## config.mk

```make
export PLATFORM = sky130hd
export DESIGN_NAME = erbs_top
export DESIGN_NICKNAME = d
export VERILOG_FILES = /design/src/erbs_pkg.sv /design/src/erbs_txcnt.sv /design/src/erbs_top.sv
export SDC_FILE = /design/constraint.sdc
export NUM_CORES = 1
export LEC_CHECK = 0
export ABC_CLOCK_PERIOD_IN_PS = 2600
export BUFFER_PORTS_ARGS = -buffer_cell sky130_fd_sc_hd__clkbuf_2
export CELL_PAD_IN_SITES_DETAIL_PLACEMENT = 0
export CELL_PAD_IN_SITES_GLOBAL_PLACEMENT = 1
export CORE_MARGIN = 5
export CORE_UTILIZATION = 38
export DETAILED_ROUTE_END_ITERATION = 10
export GPL_ROUTABILITY_DRIVEN = 0
export GPL_TIMING_DRIVEN = 0
export PLACE_DENSITY_LB_ADDON = 0.1
export SLEW_MARGIN = 20
export SYNTH_ARGS = -nofsm -noshare
export SYNTH_HDL_FRONTEND = slang
export SYNTH_HIERARCHICAL = 1
export SYNTH_SLANG_ARGS = --single-unit
```

## constraint.sdc

```tcl
create_clock -name pclk -period 2.6 [get_ports pclk]
set_input_delay 0.65 -clock pclk [delete_from_list [all_inputs] [get_ports pclk]]
set_output_delay 0.65 -clock pclk [all_outputs]
set_load 0.05 [all_outputs]
```

## src/erbs_pkg.sv

```systemverilog
// erbs_pkg: constants for the rx buffer size control and tx good frame statistics block
// assumes an apb slave with 32-bit data and word-aligned registers
//
// Function
// - a seven-bit receive buffer length field sits at bits 10 to 4 of the control register, in 16-byte units.
// - the field maps linearly, code times sixteen gives the buffer length, up to 2032 bytes.
// - the buffer length setting steers reception only and never transmit behaviour.
// - a sixteen-bit counter in bits 15 to 0 counts good transmitted frames, bits 31 to 16 read zero.
// - a read clears the counter unless byte enables for bytes 0 and 1 are both low.
package erbs_pkg;
  // ----------------------------------------------------------------
  // register map
  // ----------------------------------------------------------------
  localparam logic [7:0] ERBS_CTRL_OFF = 8'h00;
  localparam logic [7:0] ERBS_STAT_OFF = 8'h10;
  localparam logic [3:0] ERBS_ALIAS_CLR = 4'h4;
  localparam logic [3:0] ERBS_ALIAS_SET = 4'h8;
  localparam logic [3:0] ERBS_ALIAS_INV = 4'hc;
  // ----------------------------------------------------------------
  // fields and reset values
  // ----------------------------------------------------------------
  localparam int ERBS_BSZ_LSB = 4;
  localparam int ERBS_BSZ_W = 7;
  localparam int ERBS_UNIT_SHIFT = 4;
  localparam logic [6:0] ERBS_BSZ_RST = 7'h00;
  localparam logic [15:0] ERBS_CNT_RST = 16'h0000;
  localparam logic [15:0] ERBS_CNT_MAX = 16'hffff;
endpackage

```

## src/erbs_txcnt.sv

```systemverilog
// erbs_txcnt: self-clearing good tx frame counter
// assumes tx_ok is a one-cycle pulse per frame
`timescale 1ns/1ns
module erbs_txcnt
  import erbs_pkg::*;
(
  input wire logic pclk,
  input wire logic presetn,
  input wire logic tx_ok,
  input wire logic rd_clr,
  input wire logic wr_en,
  input wire logic [15:0] wr_val,
  output logic [15:0] count
);
  logic [15:0] cnt_r;
  logic [15:0] cnt_nxt;

  always_comb begin
    cnt_nxt = cnt_r;
    if (wr_en) begin
      cnt_nxt = wr_val;
    end else if (rd_clr) begin
      // a frame landing in the clearing read cycle still counts
      cnt_nxt = tx_ok ? 16'h0001 : ERBS_CNT_RST;
    end else if (tx_ok && cnt_r != ERBS_CNT_MAX) begin
      // saturate rather than wrap, a wrapped count would mislead
      cnt_nxt = cnt_r + 16'h0001;
    end
  end

  always_ff @(posedge pclk or negedge presetn) begin
    if (!presetn) begin
      cnt_r <= ERBS_CNT_RST;
    end else begin
      cnt_r <= cnt_nxt;
    end
  end

  assign count = cnt_r;

  a_cnt_incr: assert property (@(posedge pclk) disable iff (!presetn)
    (tx_ok && !rd_clr && !wr_en && cnt_r != ERBS_CNT_MAX) |=> cnt_r == $past(cnt_r) + 16'h0001)
    else $error("counter did not step on good frame");
  a_cnt_hold: assert property (@(posedge pclk) disable iff (!presetn)
    (!tx_ok && !rd_clr && !wr_en) |=> $stable(cnt_r))
    else $error("counter moved without cause");
endmodule // erbs_txcnt

```

## src/erbs_top.sv

```systemverilog
// erbs_top: apb slave holding rx buffer length control and tx good frame count
// assumes apb3 master on pclk; tx_ok from the transmit engine
//
// Decided for this implementation: the register offsets and register access over APB.
`timescale 1ns/1ns
module erbs_top
  import erbs_pkg::*;
(
  input wire logic pclk,
  input wire logic presetn,
  input wire logic psel,
  input wire logic penable,
  input wire logic pwrite,
  input wire logic [7:0] paddr,
  input wire logic [31:0] pwdata,
  input wire logic [3:0] pstrb,
  output logic [31:0] prdata,
  output logic pready,
  output logic pslverr,
  input wire logic receive_enable_bit,
  input wire logic tx_ok,
  output logic [6:0] rx_descriptor_buffer_length,
  output logic [11:0] rx_buffer_bytes
);
  // ----------------------------------------------------------------
  // decode
  // ----------------------------------------------------------------
  logic access;
  logic [7:0] base;
  logic [3:0] alias_sel;
  logic hit_ctrl;
  logic hit_stat;
  logic [6:0] bsz_r;
  logic [6:0] bsz_nxt;
  logic [31:0] prdata_r;
  logic [31:0] prdata_nxt;
  logic err_r;
  logic err_nxt;
  logic [15:0] count;
  logic cnt_wr;
  logic [15:0] cnt_wval;
  logic rd_clr;
  wire [15:0] wmask;
  logic wr_ctrl;
  logic wr_stat;
  logic rd_ctrl;
  logic rd_stat;

  assign access = psel && !penable;
  assign base = {paddr[7:4], 4'h0};
  assign alias_sel = paddr[3:0];
  assign hit_ctrl = base == ERBS_CTRL_OFF;
  assign hit_stat = base == ERBS_STAT_OFF;
  assign wr_ctrl = access && pwrite && hit_ctrl && alias_sel[1:0] == 2'b00;
  assign wr_stat = access && pwrite && hit_stat && alias_sel[1:0] == 2'b00;
  assign rd_ctrl = access && !pwrite && hit_ctrl && alias_sel == 4'h0;
  assign rd_stat = access && !pwrite && hit_stat && alias_sel == 4'h0;

  // one mask lane per low byte enable; the upper lanes carry no bits
  for (genvar lane = 0; lane < 2; lane++) begin : g_lane
    assign wmask[8*lane +: 8] = {8{pstrb[lane]}};
  end

  // alias write: plain, clear, set or invert
  function automatic logic [15:0] apply_alias(input logic [15:0] cur, input logic [15:0] d,
                                              input logic [15:0] m, input logic [3:0] a);
    logic [15:0] v;
    v = cur;
    case (a)
      ERBS_ALIAS_CLR: v = cur & ~(d & m);
      ERBS_ALIAS_SET: v = cur | (d & m);
      ERBS_ALIAS_INV: v = cur ^ (d & m);
      default: v = (cur & ~m) | (d & m);
    endcase
    return v;
  endfunction

  // ----------------------------------------------------------------
  // register access, answered in setup so access phase ends at once
  // ----------------------------------------------------------------
  always_comb begin
    logic [15:0] ctl_new;
    ctl_new = 16'h0000;
    bsz_nxt = bsz_r;
    prdata_nxt = prdata_r;
    err_nxt = err_r;
    cnt_wr = 1'b0;
    cnt_wval = count;
    rd_clr = 1'b0;
    if (access) begin
      err_nxt = !(hit_ctrl || hit_stat) || alias_sel[1:0] != 2'b00;
      prdata_nxt = 32'h0000_0000;
      if (wr_ctrl) begin
        ctl_new = apply_alias({5'h00, bsz_r, 4'h0}, pwdata[15:0], wmask, alias_sel);
        if (!receive_enable_bit) begin
          bsz_nxt = ctl_new[ERBS_BSZ_LSB +: ERBS_BSZ_W];
        end
      end
      if (wr_stat) begin
        cnt_wr = 1'b1;
        cnt_wval = apply_alias(count, pwdata[15:0], wmask, alias_sel);
      end
      if (rd_ctrl) begin
        prdata_nxt = {21'h00_0000, bsz_r, 4'h0};
      end
      if (rd_stat) begin
        prdata_nxt = {16'h0000, count};
        // clear on read unless low bytes masked
        rd_clr = pstrb[0] || pstrb[1];
      end
    end
  end

  always_ff @(posedge pclk or negedge presetn) begin
    if (!presetn) begin
      bsz_r <= ERBS_BSZ_RST;
      prdata_r <= 32'h0000_0000;
      err_r <= 1'b0;
    end else begin
      bsz_r <= bsz_nxt;
      prdata_r <= prdata_nxt;
      err_r <= err_nxt;
    end
  end

  erbs_txcnt u_cnt (
    .pclk(pclk),
    .presetn(presetn),
    .tx_ok(tx_ok),
    .rd_clr(rd_clr),
    .wr_en(cnt_wr),
    .wr_val(cnt_wval),
    .count(count)
  );

  assign prdata = prdata_r;
  assign pready = 1'b1;
  assign pslverr = psel && penable && err_r;
  // only the receive side sees the length
  assign rx_descriptor_buffer_length = bsz_r;
  assign rx_buffer_bytes = {1'b0, bsz_r, 4'h0};

  // ----------------------------------------------------------------
  // checks: control field
  // ----------------------------------------------------------------
  // locked while receiving
  a_bsz_locked: assert property (@(posedge pclk) disable iff (!presetn)
    receive_enable_bit |=> $stable(bsz_r))
    else $error("buffer length changed while receiving");
  a_bsz_write: assert property (@(posedge pclk) disable iff (!presetn)
    (wr_ctrl && alias_sel == 4'h0 && pstrb == 4'hf && !receive_enable_bit)
    |=> bsz_r == $past(pwdata[10:4]))
    else $error("buffer length write lost");
  a_bsz_low_lane: assert property (@(posedge pclk) disable iff (!presetn)
    (wr_ctrl && alias_sel == 4'h0 && pstrb[1:0] == 2'b01 && !receive_enable_bit)
    |=> bsz_r == {$past(bsz_r[6:4]), $past(pwdata[7:4])})
    else $error("buffer length lane mask ignored");
  a_bsz_clear: assert property (@(posedge pclk) disable iff (!presetn)
    (wr_ctrl && alias_sel == ERBS_ALIAS_CLR && pstrb[1:0] == 2'b11 && !receive_enable_bit)
    |=> bsz_r == ($past(bsz_r) & ~$past(pwdata[10:4])))
    else $error("buffer length clear alias wrong");
  a_ctrl_readback: assert property (@(posedge pclk) disable iff (!presetn)
    rd_ctrl |=> prdata == {21'h00_0000, $past(bsz_r), 4'h0})
    else $error("control read wrong");
  a_bytes_linear: assert property (@(posedge pclk) disable iff (!presetn)
    rx_buffer_bytes == 12'(bsz_r) * 12'h010)
    else $error("byte length not linear");

  // ----------------------------------------------------------------
  // checks: frame counter
  // ----------------------------------------------------------------
  // read clears
  a_read_clear: assert property (@(posedge pclk) disable iff (!presetn)
    (rd_stat && pstrb[0] && !tx_ok) |=> count == 16'h0000)
    else $error("counter not cleared by read");
  a_read_keep: assert property (@(posedge pclk) disable iff (!presetn)
    (access && !pwrite && hit_stat && pstrb[1:0] == 2'b00 && !tx_ok) |=> $stable(count))
    else $error("counter cleared by masked read");
  a_read_clear_tx: assert property (@(posedge pclk) disable iff (!presetn)
    (rd_clr && tx_ok) |=> count == 16'h0001)
    else $error("frame lost in clearing read");
  a_upper_zero: assert property (@(posedge pclk) disable iff (!presetn)
    (access && !pwrite && hit_stat) |=> prdata[31:16] == 16'h0000
      && prdata[15:0] == ($past(alias_sel) == 4'h0 ? $past(count) : 16'h0000))
    else $error("statistics read wrong");
  a_cnt_set: assert property (@(posedge pclk) disable iff (!presetn)
    (wr_stat && alias_sel == ERBS_ALIAS_SET && pstrb[1:0] == 2'b11)
    |=> count == ($past(count) | $past(pwdata[15:0])))
    else $error("counter set alias wrong");
  a_cnt_invert: assert property (@(posedge pclk) disable iff (!presetn)
    (wr_stat && alias_sel == ERBS_ALIAS_INV && pstrb[1:0] == 2'b11)
    |=> count == ($past(count) ^ $past(pwdata[15:0])))
    else $error("counter invert alias wrong");

  // ----------------------------------------------------------------
  // checks: bus answer
  // ----------------------------------------------------------------
  // aliases read zero
  a_alias_rd_zero: assert property (@(posedge pclk) disable iff (!presetn)
    (access && !pwrite && alias_sel != 4'h0) |=> prdata == 32'h0000_0000)
    else $error("alias read not zero");
  a_unmapped_err: assert property (@(posedge pclk) disable iff (!presetn)
    (access && !(hit_ctrl || hit_stat)) |=> err_r && prdata == 32'h0000_0000)
    else $error("unmapped access not flagged");
  a_mapped_ok: assert property (@(posedge pclk) disable iff (!presetn)
    (access && (hit_ctrl || hit_stat) && alias_sel[1:0] == 2'b00) |=> !err_r)
    else $error("mapped access flagged");
  a_prdata_stands: assert property (@(posedge pclk) disable iff (!presetn)
    !access |=> $stable(prdata))
    else $error("read data moved outside setup");

  // ----------------------------------------------------------------
  // coverage
  // ----------------------------------------------------------------
  c_rd_clear: cover property (@(posedge pclk) disable iff (!presetn) rd_clr && count != 16'h0000);
  c_rd_clear_tx: cover property (@(posedge pclk) disable iff (!presetn) rd_clr && tx_ok);
  c_locked_wr: cover property (@(posedge pclk) disable iff (!presetn)
    access && pwrite && hit_ctrl && receive_enable_bit);
  c_cnt_invert: cover property (@(posedge pclk) disable iff (!presetn)
    wr_stat && alias_sel == ERBS_ALIAS_INV);
  c_max_len: cover property (@(posedge pclk) disable iff (!presetn) bsz_r == 7'h7f);
endmodule // erbs_top

```

======== After elaboration in Yosys (flattened, before gate mapping) ========
Cells that the tools add are included.
word-level totals
  bits in latches ......................... 0
  memories ................................ 0
  logic and storage cells ................. 67
  memory bits (writable) .................. 0
  ROM bits ................................ 0
  register bits after elaboration ......... 56
cells by class
  shifts and indexed selects .............. 0
  div/mod/pow operators ................... 0
  reduce and logical (&&, ||, !) cells .... 27
  equality and inequality tests ........... 7
  $add $sub $neg .......................... 1
  multiplexer cells ....................... 14
  bitwise logic cells ..................... 14
  magnitude comparators ................... 0
  multipliers ............................. 0
operators by type and width
  kind                     count
  $mux W16                 5
  $and A16 B16 Y16         3
  $pmux W16 S3             1
  $pmux W11 S3             1
  $mux W32                 1
  $not A16 Y16             2
  $or A16 B16 Y16          2
  $and A11 B11 Y11         2
  $or A11 B11 Y11          2
  $add A16 B1 Y16 const B  1
  $ne A16 B16 Y1 const B   1
  $xor A16 B16 Y16         1
  $logic_and A1 B1 Y1      14
  $mux W11                 1
  $xor A11 B11 Y11         1
  $eq A4 B4 Y1 const B     2
  $logic_not A8 Y1         1
  $reduce_and A3 Y1        2
  $mux W1                  5
  $eq A4 B1 Y1 const B     1
  $eq A4 B3 Y1 const B     1
  $logic_not A4 Y1         1
  $logic_not A1 Y1         3
  $logic_or A1 B1 Y1       3
  6 further kinds          6

======== Depth between registers and ports, before layout ========
Gate-level depths: netlist (run 1).
  word-level depth ........................ 9
  depth in mapped cells ................... 12
  depth with buffers taken out ............ 11

======== Hierarchy ========
Netlist (run 1), hierarchy kept.
modules (own cells, without submodules)
  module      cells an instance  area each (um2)  times used  sequential area each (um2)
  erbs_top    269                2268.4           1           600.6
  erbs_txcnt  124                1032.2           1           400.4

======== Worst setup path after synthesis (run 1) ========
No wires, ideal clock.
  path kind ............................... input port to flip-flop
  start ................................... in paddr[1]
  end ..................................... reg u_cnt.cnt_r[8] (netlist: u_cnt/count[8])
  stages .................................. 9
  buffers on the path ..................... 1
  path slack .............................. 0.135 ns
  required time ........................... 2.480 ns
  arrival ................................. 2.344 ns
  library setup time ...................... 0.120 ns
  cells stage by stage .................... or3_4 nor3_4 nand3_4 clkinv_4 clkbuf_1 nor2_1 a32oi_1 a21oi_1 a31o_2
on the way
  word-level cells in the longest chain between the ends .. 6
  elaborated cells on any way between the ends .. 20
  those cells by class .................... eq/ne (5); mux (9); reduce/logical (6)
RTL lines
  item                                                   RTL line          RTL
  from (decl)                                            erbs_top.sv:14    input wire logic [7:0] paddr,
  $logic_not A2 Y1 (*)                                   erbs_top.sv:55    assign wr_stat = access && pwrite && hit_stat && alias_sel[1:0] == 2'b00;
  $logic_and A1 B1 Y1 (*)                                erbs_top.sv:55
  $mux W1 (*)                                            erbs_top.sv:99    if (wr_stat) begin
  $mux W1 (*)                                            erbs_top.sv:90    if (access) begin
  named net cnt_wr                                       erbs_top.sv:40    logic cnt_wr;
  $ne A2 B1 Y1 (no source line) (tied with other cells)  n/a
  $reduce_and A3 Y1 (no source line)                     n/a
  to (signal assigned)                                   erbs_txcnt.sv:35  cnt_r <= cnt_nxt;
  to (decl)                                              erbs_txcnt.sv:15  logic [15:0] cnt_r;
The timed path passes the listed nets; every way through them passes the cells marked *. The select of a mux whose other input is x is not followed.
A chain may end at the register's enable or synchronous reset.

======== Worst setup path in the final report (run 1) ========
  start ................................... in paddr[1]
  end ..................................... reg u_cnt.cnt_r[8] (netlist: u_cnt/count[8])
on the way
  word-level cells in the longest chain between the ends .. 6
  elaborated cells on any way between the ends .. 20
  those cells by class .................... eq/ne (5); mux (9); reduce/logical (6)
RTL lines
  item                                                             RTL line         RTL
  $logic_not A4 Y1 (*)                                             erbs_top.sv:57   assign rd_stat = access && !pwrite && hit_stat && alias_sel == 4'h0;
  $logic_and A1 B1 Y1 (*)                                          erbs_top.sv:57
  $mux W1 (*)                                                      erbs_top.sv:106  if (rd_stat) begin
  $mux W1 (*)                                                      erbs_top.sv:90
  named net rd_clr                                                 erbs_top.sv:42   logic rd_clr;
  $reduce_bool A3 Y1 (no source line) or $mux W16 (tied branches)  n/a
  $reduce_and A3 Y1 (no source line) or $mux W16 (tied branches)   n/a
Marks and branches as above.

==> results of run 1 <==
-- cell families after synthesis --
group           after synthesis  synth area share
simple gates                130             0.194
other cells                   2           0.00228
xor+xnor                      9            0.0239
buf+inv                      63             0.114
flops                        40             0.303
mux                          17            0.0516
compound gates              108             0.220
fa+ha+maj                    24            0.0910
-- area by class of cell --
cell class              instances  area share
inverters                      14      0.0146
flip-flops and latches         40       0.253
plain buffers                  48      0.0798
multi-input cells             310       0.506
well taps                     108      0.0342
repair buffers                 62      0.0804
clock buffers                   7      0.0244
clock inverters                 1     0.00760
-- state kept, by name, indices dropped and copies added (netlist names) --
name,cells
rx_descriptor_buffer_length,7
err_r,1
prdata,16
u_cnt/count,16
-- layout by cell type, fill, tap and decap left out, types with 2 or more instances in the layout --
cell type,n
sky130_fd_sc_hd__clkbuf_2,60
sky130_fd_sc_hd__nand2_1,56
sky130_fd_sc_hd__dfrtp_1,40
sky130_fd_sc_hd__buf_4,34
sky130_fd_sc_hd__a21oi_1,32
sky130_fd_sc_hd__nor2_1,28
sky130_fd_sc_hd__o21ai_0,27
sky130_fd_sc_hd__ha_1,24
sky130_fd_sc_hd__conb_1,22
sky130_fd_sc_hd__o2bb2ai_1,18
sky130_fd_sc_hd__mux2i_1,17
sky130_fd_sc_hd__inv_1,13
sky130_fd_sc_hd__a22o_1,12
sky130_fd_sc_hd__buf_2,8
sky130_fd_sc_hd__nand3_1,8
sky130_fd_sc_hd__clkbuf_1,7
sky130_fd_sc_hd__clkbuf_8,7
sky130_fd_sc_hd__nand4_1,6
sky130_fd_sc_hd__xor2_1,6
sky130_fd_sc_hd__o211ai_1,4
sky130_fd_sc_hd__and3_1,4
sky130_fd_sc_hd__nor3_1,4
sky130_fd_sc_hd__nand2b_1,3
sky130_fd_sc_hd__or2_2,3
sky130_fd_sc_hd__nand2_4,3
sky130_fd_sc_hd__xnor2_1,3
sky130_fd_sc_hd__o2111ai_1,3
sky130_fd_sc_hd__nor3b_1,2
sky130_fd_sc_hd__a21o_1,2
sky130_fd_sc_hd__a32o_1,2
sky130_fd_sc_hd__o31ai_1,2
sky130_fd_sc_hd__nor4_1,2
sky130_fd_sc_hd__a31o_2,2
sky130_fd_sc_hd__nor2b_1,2
-- routing by layer --
layer  global-route usage  share of wire
met1                0.254           0.48
met2                0.295           0.47
met3               0.0255          0.039
met4               0.0418          0.011
met5                    0              0
-- path summary, 6_finish.rpt --
path / from / endpoint / slack (ns)
max in group asynchronous: presetn / u_cnt/count[14] / 1.89
worst min-delay path: presetn / rx_descriptor_buffer_length[0] / 0.32
min in group pclk: prdata[4] / prdata[4] / 0.49
worst max-delay path: paddr[1] / u_cnt/count[8] / 0.09
worst max register to register: u_cnt/count[0] / u_cnt/count[0] / 0.36
worst min register to register: prdata[4] / prdata[4] / 0.49
-- what timing repair did --
item / 4_1_cts / 5_1_grt
resized for setup: 1 / 0
pin swaps: 0 / 1
setup buffers: 0 / 2
setup endpoints to repair: 11 / 1
-- through the flow --
stage	cell area, um^2	instances	TNS [ns]	total power, mW
after floorplan	3380	413	0	1.26
after global placement	3810	581	-4.81	1.42
after detailed placement	3810	581	-5.11	1.43
after CTS	3940	588	0	2.01
after global routing	3950	590	0	2.12
final	3950	590	0	2.00
-- where the power goes --
| group | internal [mW] | total, mW | leakage [nW] | switching, mW |
|---|---|---|---|---|
| sequential | 0.680 | 0.831 | 0.536 | 0.150 |
| clock | 0.339 | 0.578 | 0.0645 | 0.239 |
| combinational | 0.253 | 0.586 | 1.34 | 0.333 |
| total | 1.27 | 2.00 | 1.94 | 0.723 |
==> impl_metrics.prom, run 1 <==
# TYPE chip_impl_metric gauge
chip_impl_info{name="crit_path_start_kind",value="input port"} 1
chip_impl_metric{name="peakVddDrop",unit="mV"} 0.223
chip_impl_metric{name="n_antenna_cell",unit=""} 0
chip_impl_metric{name="place_ws",unit="ns"} -0.415
chip_impl_metric{name="clock-sinks",unit=""} 40
chip_impl_metric{name="chipWidth",unit="um"} 103
chip_impl_metric{name="tightestPinTransition",unit="ns"} 0.543
chip_impl_metric{name="period_minus_slack",unit="ns"} 2.51
chip_impl_metric{name="row_count",unit=""} 34
chip_impl_metric{name="worstRegToRegCells",unit=""} 7
chip_impl_metric{name="finalHoldViolCount",unit=""} 0
chip_impl_metric{name="placeableCoreArea",unit="um^2"} 8590
chip_impl_metric{name="slew-limit-headroom",unit=""} 0.638
chip_impl_metric{name="post-dp-hpwl",unit="mm"} 7.17
chip_impl_metric{name="grt_util_all_layers",unit=""} 0.181
chip_impl_info{name="cp-end-kind",value="register"} 1
chip_impl_info{name="post-synth-top-count-cell",value="sky130_fd_sc_hd__nand2_1"} 1
chip_impl_metric{name="mean_cell_area_of_the_mapped_netlist",unit="um^2"} 8.40
chip_impl_info{name="class_of_the_tightest_hold_or_removal_check",value="in2async"} 1
chip_impl_info{name="timing.critical_path.max_delay_family",value="simple AND/OR/NAND/NOR gates"} 1
chip_impl_metric{name="finalSetupViolCount",unit=""} 0
chip_impl_metric{name="fillerInstances",unit=""} 901
chip_impl_metric{name="drt_first_pass_iters",unit=""} 4
chip_impl_metric{name="layout.core_utilization",unit=""} 0.460
chip_impl_info{name="cp_cell_sequence",value="clkbuf_2, or3_4, nor3_4, and3_1, buf_4, o21a_1, nor2_1, a32oi_1, a21oi_1, a31o_2"} 1
chip_impl_metric{name="drt_iter0_markers",unit=""} 115
chip_impl_info{name="root_buffer",value="sky130_fd_sc_hd__clkbuf_8"} 1
chip_impl_metric{name="critical-path-max-stage-delay",unit="ns"} 0.39
chip_impl_metric{name="worst_hold_check_slack",unit="ns"} 0.324
chip_impl_metric{name="proportion_of_layout_cells_with_a_drive_suffix_above_1",unit=""} 0.261
chip_impl_metric{name="detail_route.wl_per_cell",unit="um"} 15.8
chip_impl_info{name="grt_setup_unrepaired",value="no"} 1
chip_impl_metric{name="route.vias.total",unit=""} 3045
chip_impl_metric{name="postCtsHoldBufs",unit=""} 0
chip_impl_info{name="synth_top_area_cell",value="sky130_fd_sc_hd__dfrtp_1"} 1
chip_impl_metric{name="timing.critical_path.arrival",unit="ns"} 2.70
chip_impl_metric{name="antenna_left",unit=""} 0
chip_impl_info{name="synth_top_flop_cell",value="sky130_fd_sc_hd__dfrtp_1"} 1
chip_impl_info{name="ys_top_cells_by_count",value="sky130_fd_sc_hd__nand2_1 (56), sky130_fd_sc_hd__dfrtp_1 (40), sky130_fd_sc_hd__a21oi_1 (32)"} 1
chip_impl_metric{name="synth-edff-count",unit=""} 0
chip_impl_metric{name="fmax",unit="GHz"} 0.399
chip_impl_metric{name="initial_utilization",unit=""} 0.384
chip_impl_metric{name="cts.path.max_buffers",unit=""} 2
chip_impl_metric{name="leakagePower",unit="nW"} 1.94
chip_impl_metric{name="synth.cell_area",unit="um^2"} 3300
chip_impl_metric{name="post_syn_instances",unit=""} 393
chip_impl_info{name="timing.setup.critical_path_class",value="in2reg"} 1
chip_impl_metric{name="area.sequential",unit="um^2"} 1000
chip_impl_info{name="outcome",value="finished clean"} 1
chip_impl_metric{name="timing.max_cap.violations",unit=""} 0
chip_impl_info{name="synth.top_cells.by_area",value="sky130_fd_sc_hd__dfrtp_1 (30%), sky130_fd_sc_hd__ha_1 (9.1%), sky130_fd_sc_hd__buf_4 (7.1%)"} 1
chip_impl_metric{name="synth.top_cell.area_share",unit=""} 0.303
chip_impl_metric{name="area_delta_synth_final",unit="%"} 19.7
chip_impl_metric{name="path_clk_slew",unit="ns"} 0.10
chip_impl_metric{name="post_synth_num_cell_types",unit=""} 47
chip_impl_metric{name="cts_inserted_buffers",unit=""} 5
chip_impl_metric{name="antenna_found_initial",unit=""} 0
chip_impl_metric{name="timing.critical_path.depth",unit=""} 10
chip_impl_metric{name="nNetsFinal",unit=""} 556
chip_impl_metric{name="postSynthRegisterBits",unit=""} 40
chip_impl_info{name="cts_tree",value="yes"} 1
chip_impl_metric{name="powerDensity",unit="nW/um^2"} 505
chip_impl_metric{name="drc_errors",unit=""} 0
chip_impl_metric{name="ys_seq_area_frac",unit=""} 0.303
chip_impl_metric{name="min_setup_slack_post_route",unit="ns"} 0.0923
chip_impl_metric{name="grt_start_max_net_pins",unit=""} 41
chip_impl_info{name="critical-path-slowest-cell",value="sky130_fd_sc_hd__or3_4"} 1
chip_impl_metric{name="io_buffer_count",unit=""} 60
chip_impl_metric{name="worstPathRequired",unit="ns"} 2.79
chip_impl_metric{name="skew",unit="ns"} 0.0153
chip_impl_metric{name="area_used_by_multi_input_combinational_logic",unit="um^2"} 2000
chip_impl_metric{name="ctsHtreeMaxLevel",unit=""} 2
chip_impl_metric{name="maximum_fanout_along_the_worst_path",unit=""} 10
chip_impl_metric{name="grt_overflow_total",unit=""} 0
chip_impl_metric{name="grt_pass1_vias",unit=""} 2918
chip_impl_metric{name="viasPerCell",unit=""} 5.16
chip_impl_metric{name="die_height",unit="um"} 103
chip_impl_metric{name="async_reset_ff_frac",unit=""} 1.00
chip_impl_metric{name="final_max_slew_viol_count",unit=""} 0
chip_impl_metric{name="io_count",unit=""} 104
chip_impl_metric{name="grt_first_pass_wirelength",unit="mm"} 15.0
chip_impl_metric{name="cp_num_buf_inv",unit=""} 2
chip_impl_metric{name="layout_worst_path_cycle_share",unit=""} 0.965
chip_impl_metric{name="clkLatencyLatePin",unit="ns"} 0.30
chip_impl_metric{name="die_footprint",unit="um^2"} 10700
chip_impl_metric{name="finalWirelength",unit="mm"} 9.30
chip_impl_metric{name="yosys_warnings",unit=""} 6
(Power assumes the default switching activity.)
==> inputs of run 2 (changes only) <==
==> constraint.sdc (replaced) <==
create_clock -name pclk -period 2.6 [get_ports pclk]
set_input_delay 0.39 -clock pclk [delete_from_list [all_inputs] [get_ports pclk]]
set_output_delay 0.39 -clock pclk [all_outputs]
set_load 0.05 [all_outputs]
==> impl_metrics.prom, run 2 (synthesis results as in run 1) <==
# TYPE chip_impl_metric gauge
chip_impl_info{name="outcome",value="finished clean"} 1
chip_impl_info{name="cts_tree",value="yes"} 1
chip_impl_metric{name="grt_util_all_layers",unit=""} 0.182
chip_impl_info{name="grt_setup_unrepaired",value="no"} 1
chip_impl_metric{name="die_footprint",unit="um^2"} 10700
chip_impl_metric{name="chipWidth",unit="um"} 103
chip_impl_metric{name="stdcell_count",unit=""} 589
chip_impl_metric{name="clock-sinks",unit=""} 40
chip_impl_metric{name="worstRegToRegCells",unit=""} 7
chip_impl_metric{name="cts.path.max_buffers",unit=""} 2
chip_impl_metric{name="io_buffer_count",unit=""} 60
chip_impl_metric{name="placed_cells",unit=""} 581
chip_impl_metric{name="ctsHtreeMaxLevel",unit=""} 2
chip_impl_metric{name="report.power.total",unit="mW"} 1.99
chip_impl_metric{name="worstPathRequired",unit="ns"} 2.79
chip_impl_metric{name="finalHoldViolCount",unit=""} 0
chip_impl_metric{name="grt_overflow_total",unit=""} 0
chip_impl_metric{name="antenna_left",unit=""} 0
chip_impl_metric{name="drc_errors",unit=""} 0
chip_impl_metric{name="drt_first_pass_iters",unit=""} 4
chip_impl_metric{name="period_minus_slack",unit="ns"} 2.39
chip_impl_metric{name="initial_utilization",unit=""} 0.384
chip_impl_metric{name="postCtsHoldBufs",unit=""} 0
chip_impl_metric{name="clkLatencyLatePin",unit="ns"} 0.30
chip_impl_metric{name="route.vias.total",unit=""} 3061
chip_impl_metric{name="die_height",unit="um"} 103
chip_impl_info{name="root_buffer",value="sky130_fd_sc_hd__clkbuf_8"} 1
chip_impl_metric{name="timing.critical_path.arrival",unit="ns"} 2.58
chip_impl_metric{name="area.sequential",unit="um^2"} 1000
chip_impl_metric{name="powerDensity",unit="nW/um^2"} 504
chip_impl_metric{name="post-dp-hpwl",unit="mm"} 7.17
chip_impl_metric{name="layout_worst_path_cycle_share",unit=""} 0.919
chip_impl_metric{name="drt_iter0_markers",unit=""} 80
chip_impl_metric{name="finalWirelength",unit="mm"} 9.31
chip_impl_metric{name="grt_start_max_net_pins",unit=""} 41
chip_impl_metric{name="setup.reg_to_reg.worst_slack",unit="ns"} 0.36
chip_impl_metric{name="finalSetupViolCount",unit=""} 0
chip_impl_metric{name="detail_route.wl_per_cell",unit="um"} 15.8
chip_impl_metric{name="nNetsFinal",unit=""} 555
chip_impl_info{name="cp-end-kind",value="register"} 1
chip_impl_metric{name="io_count",unit=""} 104
chip_impl_metric{name="peakVddDrop",unit="mV"} 0.222
chip_impl_info{name="reg2reg_end",value="u_cnt/count[0]"} 1
chip_impl_metric{name="cts_inserted_buffers",unit=""} 5
chip_impl_metric{name="antenna_found_initial",unit=""} 0
chip_impl_info{name="timing.setup.critical_path_class",value="in2reg"} 1
chip_impl_metric{name="slew-limit-headroom",unit=""} 0.632
chip_impl_metric{name="grt_pass1_vias",unit=""} 2921
chip_impl_metric{name="fmax",unit="GHz"} 0.419
chip_impl_info{name="class_of_the_tightest_hold_or_removal_check",value="in2async"} 1
chip_impl_info{name="rr_startpoint",value="u_cnt/count[0]"} 1
chip_impl_metric{name="fillerInstances",unit=""} 903
chip_impl_metric{name="timing.max_cap.violations",unit=""} 0
chip_impl_metric{name="skew",unit="ns"} 0.00983
chip_impl_metric{name="row_count",unit=""} 34
chip_impl_metric{name="final_max_slew_viol_count",unit=""} 0
chip_impl_metric{name="area_used_by_multi_input_combinational_logic",unit="um^2"} 2000
chip_impl_metric{name="tightestPinTransition",unit="ns"} 0.552
chip_impl_metric{name="grt_first_pass_wirelength",unit="mm"} 15.0
chip_impl_info{name="most-common-layout-cells",value="sky130_fd_sc_hd__clkbuf_2 (60), sky130_fd_sc_hd__nand2_1 (56), sky130_fd_sc_hd__dfrtp_1 (40)"} 1
chip_impl_metric{name="worst_hold_check_slack",unit="ns"} 0.0726
chip_impl_metric{name="maximum_fanout_along_the_worst_path",unit=""} 10
chip_impl_metric{name="proportion_of_layout_cells_with_a_drive_suffix_above_1",unit=""} 0.258
chip_impl_metric{name="leakagePower",unit="nW"} 1.93
chip_impl_metric{name="path_clk_slew",unit="ns"} 0.09
chip_impl_info{name="most_common_cell_after_layout_fill_and_taps_aside",value="sky130_fd_sc_hd__clkbuf_2"} 1
chip_impl_info{name="crit_path_start_kind",value="input port"} 1
chip_impl_metric{name="placeableCoreArea",unit="um^2"} 8590
chip_impl_metric{name="n_antenna_cell",unit=""} 0
chip_impl_metric{name="area_delta_synth_final",unit="%"} 19.4
chip_impl_metric{name="viasPerCell",unit=""} 5.20
-- run 2: cell types whose count changed in the layout (fill, tap and decap cells not counted) --
cell	change
sky130_fd_sc_hd__buf_4	-2
sky130_fd_sc_hd__clkbuf_1	+1
-- run 2: layout make-up --
cell class | count | area share
Clock buffer | 7 | 0.0244
Tap cell | 108 | 0.0343
Buffer | 49 | 0.0810
Inverter | 14 | 0.0146
Clock inverter | 1 | 0.00762
Timing Repair Buffer | 60 | 0.0768
Sequential cell | 40 | 0.254
Multi-Input combinational cell | 310 | 0.507
-- run 2: worst max path at each step --
stage | start | slack [ns] | endpoint
floorplan | paddr[1] | 0.40 | u_cnt/count[8]
global placement | paddr[1] | -0.14 | u_cnt/count[2]
detailed placement | paddr[1] | -0.16 | u_cnt/count[15]
CTS | paddr[1] | 0.15 | u_cnt/count[2]
global route | penable | 0.09 | u_cnt/count[8]
finish | paddr[1] | 0.21 | u_cnt/count[8]
-- run 2: metrics by stage --
stage | worst slack, ns | utilization | cell area [um^2] | setup TNS, ns
global placement | -0.144 | 0.444 | 3810 | -1.39
CTS | 0.152 | 0.458 | 3940 | 0
finish | 0.211 | 0.459 | 3940 | 0
detailed placement | -0.155 | 0.444 | 3810 | -1.52
floorplan | 0.395 | - | 3380 | 0
global route | 0.0882 | 0.459 | 3940 | 0
-- run 2: critical path, cell delays in order --
cell and delay, ns:
sky130_fd_sc_hd__clkbuf_2 0.11, sky130_fd_sc_hd__or3_4 0.39, sky130_fd_sc_hd__nor3_4 0.28, sky130_fd_sc_hd__nand3_4 0.14
sky130_fd_sc_hd__clkinv_4 0.12, sky130_fd_sc_hd__clkbuf_1 0.37, sky130_fd_sc_hd__nor2_1 0.25, sky130_fd_sc_hd__a32oi_1 0.23
sky130_fd_sc_hd__a21oi_1 0.06, sky130_fd_sc_hd__a31o_2 0.23
-- run 2: what timing repair did --
item | in CTS | in global routing
resized for setup | 0 | 2
setup buffers | 0 | 0
endpoints found under the setup margin | 0 | 9
hold endpoints to repair | 0 | 0
-- run 2: report_power, final --
part	switching (mW)	internal [mW]	total [mW]	leakage (nW)
registers	0.150	0.680	0.830	0.536
logic	0.333	0.253	0.585	1.33
clock network	0.234	0.339	0.573	0.0645
-- run 2: metal layers --
| layer | track usage | vias up | routed length (um) |
|---|---|---|---|
| met5 | 0 | - | 0 |
| met4 | 0.0418 | 0 | 110 |
| met3 | 0.0255 | 8 | 386 |
| met2 | 0.295 | 66 | 4360 |
| met1 | 0.257 | 1461 | 4450 |
| li1 | - | 1526 | - |
